===== src/core/srt_defs.vh =====
// constants for the split auto-reload timer
`ifndef SRT_DEFS_VH
`define SRT_DEFS_VH

// register word indices; byte address is four times the index
`define SRT_IDX_CTRL    10'h091
`define SRT_IDX_RLD_LO  10'h092
`define SRT_IDX_RLD_HI  10'h093
`define SRT_IDX_CNT_LO  10'h094
`define SRT_IDX_CNT_HI  10'h095
`define SRT_IDX_CLKCTL  10'h098
`define SRT_IDX_IRQEN   10'h099

// control register fields
`define SRT_B_HFLAG     7
`define SRT_B_LFLAG     6
`define SRT_B_LIE       5
`define SRT_B_SPLIT     3
`define SRT_B_RUN       2
`define SRT_B_XCLK      0

// clock control register fields
`define SRT_B_LO_SEL    0
`define SRT_B_HI_SEL    1
`define SRT_B_CAPT      4

// extended interrupt enable field
`define SRT_B_TIE       7

// reset and limit values
`define SRT_BYTE_ZERO   8'h00
`define SRT_BYTE_ONES   8'hff
`define SRT_WORD_ZERO   32'h0000_0000
`define SRT_DIV12_LAST  4'hb
`define SRT_DIV8_LAST   3'h7
`define SRT_DIV_ZERO    4'h0
`define SRT_DIV8_ZERO   3'h0

`endif


===== src/core/srt_timer.v =====
// split auto-reload timer with apb register access
`timescale 1ns/1ps
`include "srt_defs.vh"

module srt_timer #(
    parameter ADDR_W = 12
) (
    input  wire              ref_clk,
    input  wire              rst,
    input  wire              psel,
    input  wire              penable,
    input  wire              pwrite,
    input  wire [ADDR_W-1:0] paddr,
    input  wire [31:0]       pwdata,
    output reg  [31:0]       prdata_r,
    output reg               pready_r,
    output reg               pslverr_r,
    input  wire              ext_osc_in,
    output reg               timer_irq_r
);

    // timer and configuration state
    reg [7:0] cnt_lo_r;
    reg [7:0] cnt_hi_r;
    reg [7:0] rld_lo_r;
    reg [7:0] rld_hi_r;
    reg       hflag_r;
    reg       lflag_r;
    reg       lie_r;
    reg       split_r;
    reg       run_r;
    reg       xclk_r;
    reg       lo_sel_r;
    reg       hi_sel_r;
    reg       capt_r;
    reg       tie_r;
    reg [3:0] div12_r;
    reg [2:0] div8_r;
    reg       ext_s1_r;
    reg       ext_s2_r;
    reg       ext_s3_r;

    // combinational next state and decode
    reg [7:0] cnt_lo_nxt;
    reg [7:0] cnt_hi_nxt;
    reg       hset;
    reg       lset;
    reg [7:0] rdata;
    reg       hit;

    // apb phase and address decode
    wire       acc     = psel & penable;
    wire       wr_fire = acc & pready_r & pwrite;
    wire [9:0] widx    = paddr[ADDR_W-1:2];
    wire       algn    = (paddr[1:0] == 2'b00);

    // external clock synchroniser, third stage for edge
    always @(posedge ref_clk or posedge rst) begin
        if (rst) begin
            ext_s1_r <= 1'b0;
            ext_s2_r <= 1'b0;
            ext_s3_r <= 1'b0;
        end else begin
            ext_s1_r <= ext_osc_in;
            ext_s2_r <= ext_s1_r;
            ext_s3_r <= ext_s2_r;
        end
    end

    // rising edge of the synchronised external clock
    wire ext_rise = ext_s2_r & ~ext_s3_r;

    // prescalers for div 12 and ext div 8
    always @(posedge ref_clk or posedge rst) begin
        if (rst) begin
            div12_r <= `SRT_DIV_ZERO;
            div8_r  <= `SRT_DIV8_ZERO;
        end else begin
            if (div12_r == `SRT_DIV12_LAST)
                div12_r <= `SRT_DIV_ZERO;
            else
                div12_r <= div12_r + 4'h1;
            if (ext_rise)
                div8_r <= div8_r + 3'h1;
        end
    end

    // shared slow tick: div 12 or every eighth external edge
    wire tick12 = (div12_r == `SRT_DIV12_LAST);
    wire tick8  = ext_rise & (div8_r == `SRT_DIV8_LAST);
    wire slow   = xclk_r ? tick8 : tick12;

    // per-byte clock choice: system clock or shared slow tick
    wire [1:0] byte_sel = {hi_sel_r, lo_sel_r};
    wire [1:0] byte_tick;
    genvar     gi;
    generate
        for (gi = 0; gi < 2; gi = gi + 1) begin : g_tick
            assign byte_tick[gi] = byte_sel[gi] | slow;
        end
    endgenerate
    wire tick_lo = byte_tick[0];
    wire tick_hi = byte_tick[1];

    // capture enable does not alter split behaviour
    wire split_on = split_r | (split_r & capt_r);

    // wrap detectors for each byte and the whole word
    wire lo_full  = (cnt_lo_r == `SRT_BYTE_ONES);
    wire hi_full  = (cnt_hi_r == `SRT_BYTE_ONES);
    wire all_full = lo_full & hi_full;

    // run gates the word and the split high byte
    wire word_go  = run_r & tick_lo;
    wire hi_go    = run_r & tick_hi;

    always @* begin
        cnt_lo_nxt = cnt_lo_r;
        cnt_hi_nxt = cnt_hi_r;
        hset       = 1'b0;
        lset       = 1'b0;
        if (!split_on) begin
            if (word_go) begin
                if (all_full) begin
                    cnt_lo_nxt = rld_lo_r;
                    cnt_hi_nxt = rld_hi_r;
                    hset       = 1'b1;
                    // a word wrap is also a low byte wrap
                    lset       = 1'b1;
                end else if (lo_full) begin
                    cnt_lo_nxt = `SRT_BYTE_ZERO;
                    cnt_hi_nxt = cnt_hi_r + 8'h01;
                    lset       = 1'b1;
                end else begin
                    cnt_lo_nxt = cnt_lo_r + 8'h01;
                end
            end
        end else begin
            // low byte free-running in split mode
            if (tick_lo) begin
                if (lo_full) begin
                    cnt_lo_nxt = rld_lo_r;
                    lset       = 1'b1;
                end else begin
                    cnt_lo_nxt = cnt_lo_r + 8'h01;
                end
            end
            if (hi_go) begin
                if (hi_full) begin
                    cnt_hi_nxt = rld_hi_r;
                    hset       = 1'b1;
                end else begin
                    cnt_hi_nxt = cnt_hi_r + 8'h01;
                end
            end
        end
    end

    // register read mux and decode
    always @* begin
        rdata = `SRT_BYTE_ZERO;
        hit   = algn;
        case (widx)
            `SRT_IDX_CTRL: begin
                rdata[`SRT_B_HFLAG] = hflag_r;
                rdata[`SRT_B_LFLAG] = lflag_r;
                rdata[`SRT_B_LIE]   = lie_r;
                rdata[`SRT_B_SPLIT] = split_r;
                rdata[`SRT_B_RUN]   = run_r;
                rdata[`SRT_B_XCLK]  = xclk_r;
            end
            `SRT_IDX_RLD_LO: rdata = rld_lo_r;
            `SRT_IDX_RLD_HI: rdata = rld_hi_r;
            `SRT_IDX_CNT_LO: rdata = cnt_lo_r;
            `SRT_IDX_CNT_HI: rdata = cnt_hi_r;
            `SRT_IDX_CLKCTL: begin
                rdata[`SRT_B_LO_SEL] = lo_sel_r;
                rdata[`SRT_B_HI_SEL] = hi_sel_r;
                rdata[`SRT_B_CAPT]   = capt_r;
            end
            `SRT_IDX_IRQEN: rdata[`SRT_B_TIE] = tie_r;
            default: hit = 1'b0;
        endcase
    end

    // first access cycle; a refused one answers with an error
    wire start_acc = acc & ~pready_r;
    wire refuse    = start_acc & ~hit;
    wire rd_take   = start_acc & ~pwrite;

    // a completing aligned write
    wire wr_ok     = wr_fire & algn;

    // apb answer: ready one cycle into the access phase
    always @(posedge ref_clk or posedge rst) begin
        if (rst) begin
            pready_r  <= 1'b0;
            pslverr_r <= 1'b0;
            prdata_r  <= `SRT_WORD_ZERO;
        end else begin
            pready_r  <= start_acc;
            pslverr_r <= refuse;
            if (rd_take) begin
                // refused reads return zero, not an aliased register
                if (hit)
                    prdata_r <= {24'h00_0000, rdata};
                else
                    prdata_r <= `SRT_WORD_ZERO;
            end
        end
    end

    // configuration registers
    always @(posedge ref_clk or posedge rst) begin
        if (rst) begin
            lie_r    <= 1'b0;
            split_r  <= 1'b0;
            run_r    <= 1'b0;
            xclk_r   <= 1'b0;
            lo_sel_r <= 1'b0;
            hi_sel_r <= 1'b0;
            capt_r   <= 1'b0;
            tie_r    <= 1'b0;
            rld_lo_r <= `SRT_BYTE_ZERO;
            rld_hi_r <= `SRT_BYTE_ZERO;
        end else if (wr_ok) begin
            // writes land on the completing edge
            case (widx)
                `SRT_IDX_CTRL: begin
                    lie_r   <= pwdata[`SRT_B_LIE];
                    split_r <= pwdata[`SRT_B_SPLIT];
                    run_r   <= pwdata[`SRT_B_RUN];
                    xclk_r  <= pwdata[`SRT_B_XCLK];
                end
                `SRT_IDX_RLD_LO: rld_lo_r <= pwdata[7:0];
                `SRT_IDX_RLD_HI: rld_hi_r <= pwdata[7:0];
                `SRT_IDX_CLKCTL: begin
                    lo_sel_r <= pwdata[`SRT_B_LO_SEL];
                    hi_sel_r <= pwdata[`SRT_B_HI_SEL];
                    capt_r   <= pwdata[`SRT_B_CAPT];
                end
                `SRT_IDX_IRQEN: tie_r <= pwdata[`SRT_B_TIE];
                default: ;
            endcase
        end
    end

    // write strobes for flag and counter registers
    wire wr_ctrl = wr_ok & (widx == `SRT_IDX_CTRL);
    wire wr_clo  = wr_ok & (widx == `SRT_IDX_CNT_LO);
    wire wr_chi  = wr_ok & (widx == `SRT_IDX_CNT_HI);

    // counters and overflow flags
    always @(posedge ref_clk or posedge rst) begin
        if (rst) begin
            cnt_lo_r <= `SRT_BYTE_ZERO;
            cnt_hi_r <= `SRT_BYTE_ZERO;
            hflag_r  <= 1'b0;
            lflag_r  <= 1'b0;
        end else begin
            cnt_lo_r <= wr_clo ? pwdata[7:0] : cnt_lo_nxt;
            cnt_hi_r <= wr_chi ? pwdata[7:0] : cnt_hi_nxt;
            // only software clears; set beats clear
            hflag_r <= (wr_ctrl ? pwdata[`SRT_B_HFLAG] : hflag_r) | hset;
            lflag_r <= (wr_ctrl ? pwdata[`SRT_B_LFLAG] : lflag_r) | lset;
        end
    end

    wire irq_hi = tie_r & hflag_r;
    // low overflow requests only with its own enable
    wire irq_lo = tie_r & lflag_r & lie_r;

    // shared interrupt request level, falls with the flags
    always @(posedge ref_clk or posedge rst) begin
        if (rst)
            timer_irq_r <= 1'b0;
        else
            timer_irq_r <= irq_hi | irq_lo;
    end

endmodule // srt_timer


===== config.mk =====
export PLATFORM = sky130hd
export DESIGN_NAME = srt_timer
export DESIGN_NICKNAME = d
export VERILOG_FILES = /design/src/core/srt_timer.v
export VERILOG_INCLUDE_DIRS = /design/src /design/src/core
export SDC_FILE = /design/constraint.sdc
export NUM_CORES = 1
export LEC_CHECK = 0
export CAP_MARGIN = 15
export CORE_UTILIZATION = 50
export DETAILED_ROUTE_END_ITERATION = 16
export DONT_BUFFER_PORTS = 1
export SYNTH_ARGS = -nofsm -noshare
export SYNTH_HDL_FRONTEND = slang
export SYNTH_SLANG_ARGS = --single-unit

===== constraint.sdc =====
create_clock -name ref_clk -period 4.7 [get_ports ref_clk]
set_input_delay 0.94 -clock ref_clk [delete_from_list [all_inputs] [get_ports ref_clk]]
set_output_delay 0.94 -clock ref_clk [all_outputs]
set_load 0.02 [all_outputs]

## Word level (Yosys, flattened, before mapping)

Cells that the tools add are included.

- Bits in registers: 87
- Output and inout bits: 35
- Logic and storage cells: 117

- Add/sub/neg operators: 4
- Equality and inequality tests: 13
- Multiplexer cells: 36
- Bitwise logic cells: 29
- Reductions and logical operators: 12

Operators with widths:

| kind | number |
|---|---|
| $mux 8 | 15 |
| $eq 10x8->1 const B | 7 |
| $pmux 2 s5 | 2 |
| $and 1x1->1 | 19 |
| $add 8x1->8 const B | 2 |
| $eq 8x8->1 const B | 2 |
| $mux 1 | 14 |
| $pmux 1 s6 | 2 |
| $reduce_and 2->1 | 6 |
| $pmux 1 s5 | 2 |
| $reduce_or 7->1 | 1 |
| $or 1x1->1 | 6 |
| $reduce_bool 3->1 | 2 |
| $add 4x1->4 const B | 1 |
| $eq 4x4->1 const B | 1 |
| $mux 4 | 1 |
| $not 1->1 | 4 |
| $reduce_bool 4->1 | 1 |
| $add 3x1->3 const B | 1 |
| $eq 3x3->1 const B | 1 |
| $ne 3x1->1 const B | 1 |
| $ne 3x2->1 const B | 1 |
| $reduce_and 3->1 | 1 |
| $logic_not 2->1 | 1 |

## Depth between registers and ports, before layout

- Depth in word-level cells: 9
- Gate-level depth with buffers: 9
- Depth with buffers taken out: 7

## Worst setup path before layout

OpenSTA, ideal clock, no wires.

- Path kind: input port to flip-flop
- Start point: input port paddr[4]
- End point: register rld_hi_r[0]
- Library setup time: 125 ps
- Arrival time: 2393 ps
- Data required time: 4575 ps
- Path slack: 2182 ps
- Stages: 7
- Path buffers: 3
- Path through: buf_4 > nor4_4 > and4_1 > buf_2 > and2_1 > buf_4 > mux2_2

- Longest elaborated chain between the ends: 2

Ends and longest elaborated chain:

| element | RTL line | source |
|---|---|---|
| from (decl) | srt_timer.v:13 | `input wire [ADDR_W-1:0] paddr,` |
| $eq 10x8->1 | srt_timer.v:228 | `case (widx)` |
| $reduce_and 2->1 (no line) | -- |  |
| to (signal assigned) | srt_timer.v:225 | `` rld_hi_r <= `SRT_BYTE_ZERO; `` |
| to (signal assigned) | srt_timer.v:236 | `` `SRT_IDX_RLD_HI: rld_hi_r <= pwdata[7:0]; `` |
| to (decl) | srt_timer.v:26 | `reg [7:0] rld_hi_r;` |

Every way passes these cells.
A chain may end at the register's enable or synchronous reset.

## Final worst setup path

- Start point: register cnt_hi_r[0]
- End point: register cnt_lo_r[7]

- Longest elaborated chain between the ends: 6

Ends and longest elaborated chain:

| element | RTL line | source |
|---|---|---|
| from (decl) | srt_timer.v:24 | `reg [7:0] cnt_hi_r;` |
| from (signal assigned) | srt_timer.v:257 | `` cnt_hi_r <= `SRT_BYTE_ZERO; `` |
| from (signal assigned) | srt_timer.v:262 | `cnt_hi_r <= wr_chi ? pwdata[7:0] : cnt_hi_nxt;` |
| $eq 8x8->1 (no line) | -- |  |
| $and 1x1->1 | srt_timer.v:111 | `wire all_full = lo_full & hi_full;` |
| $mux 8 | srt_timer.v:124 | `if (all_full) begin` |
| $mux 8 | srt_timer.v:123 | `if (word_go) begin` |
| $mux 8 | srt_timer.v:122 | `if (!split_on) begin` |
| $mux 8 | srt_timer.v:261 | `cnt_lo_r <= wr_clo ? pwdata[7:0] : cnt_lo_nxt;` |
| to (signal assigned) | srt_timer.v:256 | `` cnt_lo_r <= `SRT_BYTE_ZERO; `` |
| to (signal assigned) | srt_timer.v:261 |  |
| to (decl) | srt_timer.v:23 | `reg [7:0] cnt_lo_r;` |

Every way passes these cells. The select of a mux whose other input is x is not followed.

==> impl_metrics.tcl <==
set metrics [dict create \
    grt_max_degree 34 \
    placementRows 30 \
    critPathMaxFanout 9 \
    dpl.hpwl_um 6710 \
    die_area_um2 7710 \
    multi_input_area_um2 1920 \
    first_global_vias 2714 \
    synthCells 360 \
    power.density_nw_per_um2 274 \
    fmax_mhz 397 \
    critPathRequiredTime_ps 4950 \
    utilization_pct 54.9 \
    cts_root_buf "clkbuf_8" \
    leakage_nw 1.63 \
    syn-cell-area_um2 3680 \
    critPathTopFamily "compound AO/OA/AOI/OAI gates" \
    ys_types 63 \
    pin_count 85 \
    rsz0062_at_grt "no" \
    critPathMaxStageDelay_ps 600 \
    cts_buffers 9 \
    die_h_um 87.8 \
    syn_area_per_cell_um2 10.2 \
    seqCellArea_um2 1580 \
    postRouteAntennaNets 0 \
    dp_slack_ps 1940 \
    antenna_found_initial 0 \
    antenna_cells 0 \
    synth_edf_count 0 \
    grt_usage_pct 25.4 \
    end_kind "flop" \
    fillCellCount 636 \
    htreeDepth 3 \
    synth-seq-cells 63 \
    fin_skew_ps 9.83 \
    period_needed_ps 2520 \
    ctsLongestPathBuffers 2 \
    max_cap_viol_count 0 \
    path_cells "ha_1, and4_1, nand2_1, a21oi_1, a2111oi_0, o31ai_1" \
    cts_tree "yes" \
    wl_um 8960 \
    vias 2843 \
    worst_pin_slew_ps 996 \
    fin_setup_tns_ps 0 \
    clk_latency_ps 350 \
    wire_per_inst_um 19.5 \
    cts.sinks 63 \
    drt_iter0_markers 246 \
    worst_ep_arrival_time_ps 2770 \
    yosys_warnings 0 \
    hold_path.class "reg -> reg" \
    synth-seq-area-share_pct 42.8 \
    power_mw 1.04 \
    dominantRegCellSynth "dfrtp_1" \
    grt_first_pass_wirelength_um 14200 \
    cts_setup_buffers 0 \
    portBuffers 0 \
    slowest_stage "a21oi_1" \
    overflow 0 \
    layout_setup_ws_ps 2180 \
    outcome "completed" \
    hold_viol 0 \
    finalSetupViolCount 0 \
    worst-path-buf-inv 0 \
    drc_errors 0 \
    ctsResizeCount 0 \
    routed_via_density 6.19 \
    maxSlewViolCount 0 \
    ir_worst_vdd_mv 0.193 \
    start_util_pct 53.0 \
    place_congestion 0.849 \
    critPathKind "reg -> reg" \
    core-area_um2 6940 \
    die_x_um 87.8 \
    first_pass_iters 5 \
    clk_pin_slew_worst_paths_ps 60 \
    ys_async_sr_fraction_pct 100 \
    layout-drive-gt1-share_pct 16.3 \
    area_growth_pct 3.47 \
    crit_path_start_kind "flop" \
    cts_hold_buf 0 \
    post-route-period-util_pct 53.6 \
    final_nets 414 \
    timing.slew.headroom_pct 33.1 \
]
-- through the flow --
step / hold WS [ps] / instance area [um^2] / cells
2_1_floorplan: 331 / 3770 / 383
3_3_place_gp: 377 / 3650 / 444
3_5_place_dp: 369 / 3650 / 444
4_1_cts: 389 / 3810 / 459
5_1_grt: 380 / 3810 / 459
6_report: 373 / 3810 / 459
-- registers in the layout, indices dropped and copies added, names as in the netlist, 3 cells and up --
signal	count
cnt_hi_r	8
cnt_lo_r	8
prdata_r	8
rld_hi_r	8
rld_lo_r	8
div12_r	4
div8_r	3
-- cell families after synthesis --
family | count (synthesis) | synth area share [%]
muxes | 31 | 9.38
adders and majority gates | 5 | 1.70
xor gates and xnor gates | 3 | 0.714
other | 1 | 0.102
buffers and inverters | 42 | 7.41
and+or+nand+nor | 117 | 19.5
AOI/OAI and AO/OA | 98 | 18.4
DFF | 63 | 42.8
-- cell usage after synthesis, drive strengths merged, types with 2 or more instances --
master	count	share of area, %
nor2	17	1.7
a31oi	10	1.9
and4	3	0.71
nand2b	2	0.34
a221oi	2	0.48
clkbuf	3	0.31
a21o	4	0.82
and4bb	2	0.68
a21oi	15	2.0
o2bb2ai	2	0.48
dfrtp	63	43
o31ai	8	1.6
a2111oi	4	0.95
nor4b	2	0.88
o32a	2	0.54
and3	5	0.85
xor2	3	0.71
and2	3	0.51
ha	5	1.7
nor3	9	2.0
inv	6	0.61
o21ai	19	2.6
mux2i	3	0.82
or3	5	0.99
o22ai	2	0.34
nand3	12	1.6
nor4	4	1.5
or4	2	0.61
a211oi	5	1.0
nand4	3	0.51
a32oi	3	0.71
nor2b	8	1.4
a22oi	9	1.8
mux2	28	8.6
buf	33	6.5
nand2	35	3.6
a222oi	2	0.54
-- routing by layer --
layer,part of all wire (%),global-route usage (%)
met4,3.3,12.7
met5,0,0
met2,46,40.3
met1,45,33.3
met3,5.9,4.71
-- layout make-up --
class / instances / share of cell area, %
clock buffer: 11 / 3.71
clock inverter: 4 / 0.591
inverter: 6 / 0.591
multi-input combinational: 278 / 50.4
sequential: 63 / 41.4
tap: 96 / 3.15
timing repair buffer: 1 / 0.197
-- path summary, 6_finish.rpt --
kind | start | to | slack [ps] | depth (start not counted)
setup / recovery | cnt_hi_r[0] | cnt_lo_r[7] | 2180 | 6
hold / removal | ext_s1_r | ext_s2_r | 370 | 0
setup reg to reg | cnt_hi_r[0] | cnt_lo_r[7] | 2180 | 6
hold reg to reg | ext_s1_r | ext_s2_r | 370 | 0
max in group asynchronous | rst | ext_s2_r | 3240 | 2
min in group asynchronous | rst | rld_hi_r[7] | 560 | 1
-- power by group --
part           switching (mW)  total, mW  internal, mW  leakage (nW)
registers              0.0115      0.570         0.559         0.788
logic                  0.0461     0.0718        0.0257         0.758
clock network           0.201      0.401         0.200        0.0850
total                   0.259       1.04         0.784          1.63
-- layout by cell type, fill, tap and decap left out, types with 3 or more instances in the layout --
master     instances
clkinv_2           3
and3_1             5
mux2_2            28
a21oi_1           15
xor2_1             3
nor2b_1            8
o21ai_0           17
a32oi_1            3
o31ai_1            8
a211oi_1           5
or3_1              4
conb_1            24
and4_1             3
ha_1               5
clkbuf_8          10
and2_1             3
nand3_1           12
a22oi_1            9
a21o_1             4
a31oi_1            9
a2111oi_0          4
mux2i_1            3
dfrtp_1           63
nand4_1            3
nand2_1           35
nor3_1             6
inv_1              5
nor2_1            17
Power figures use the tool's default switching activity.
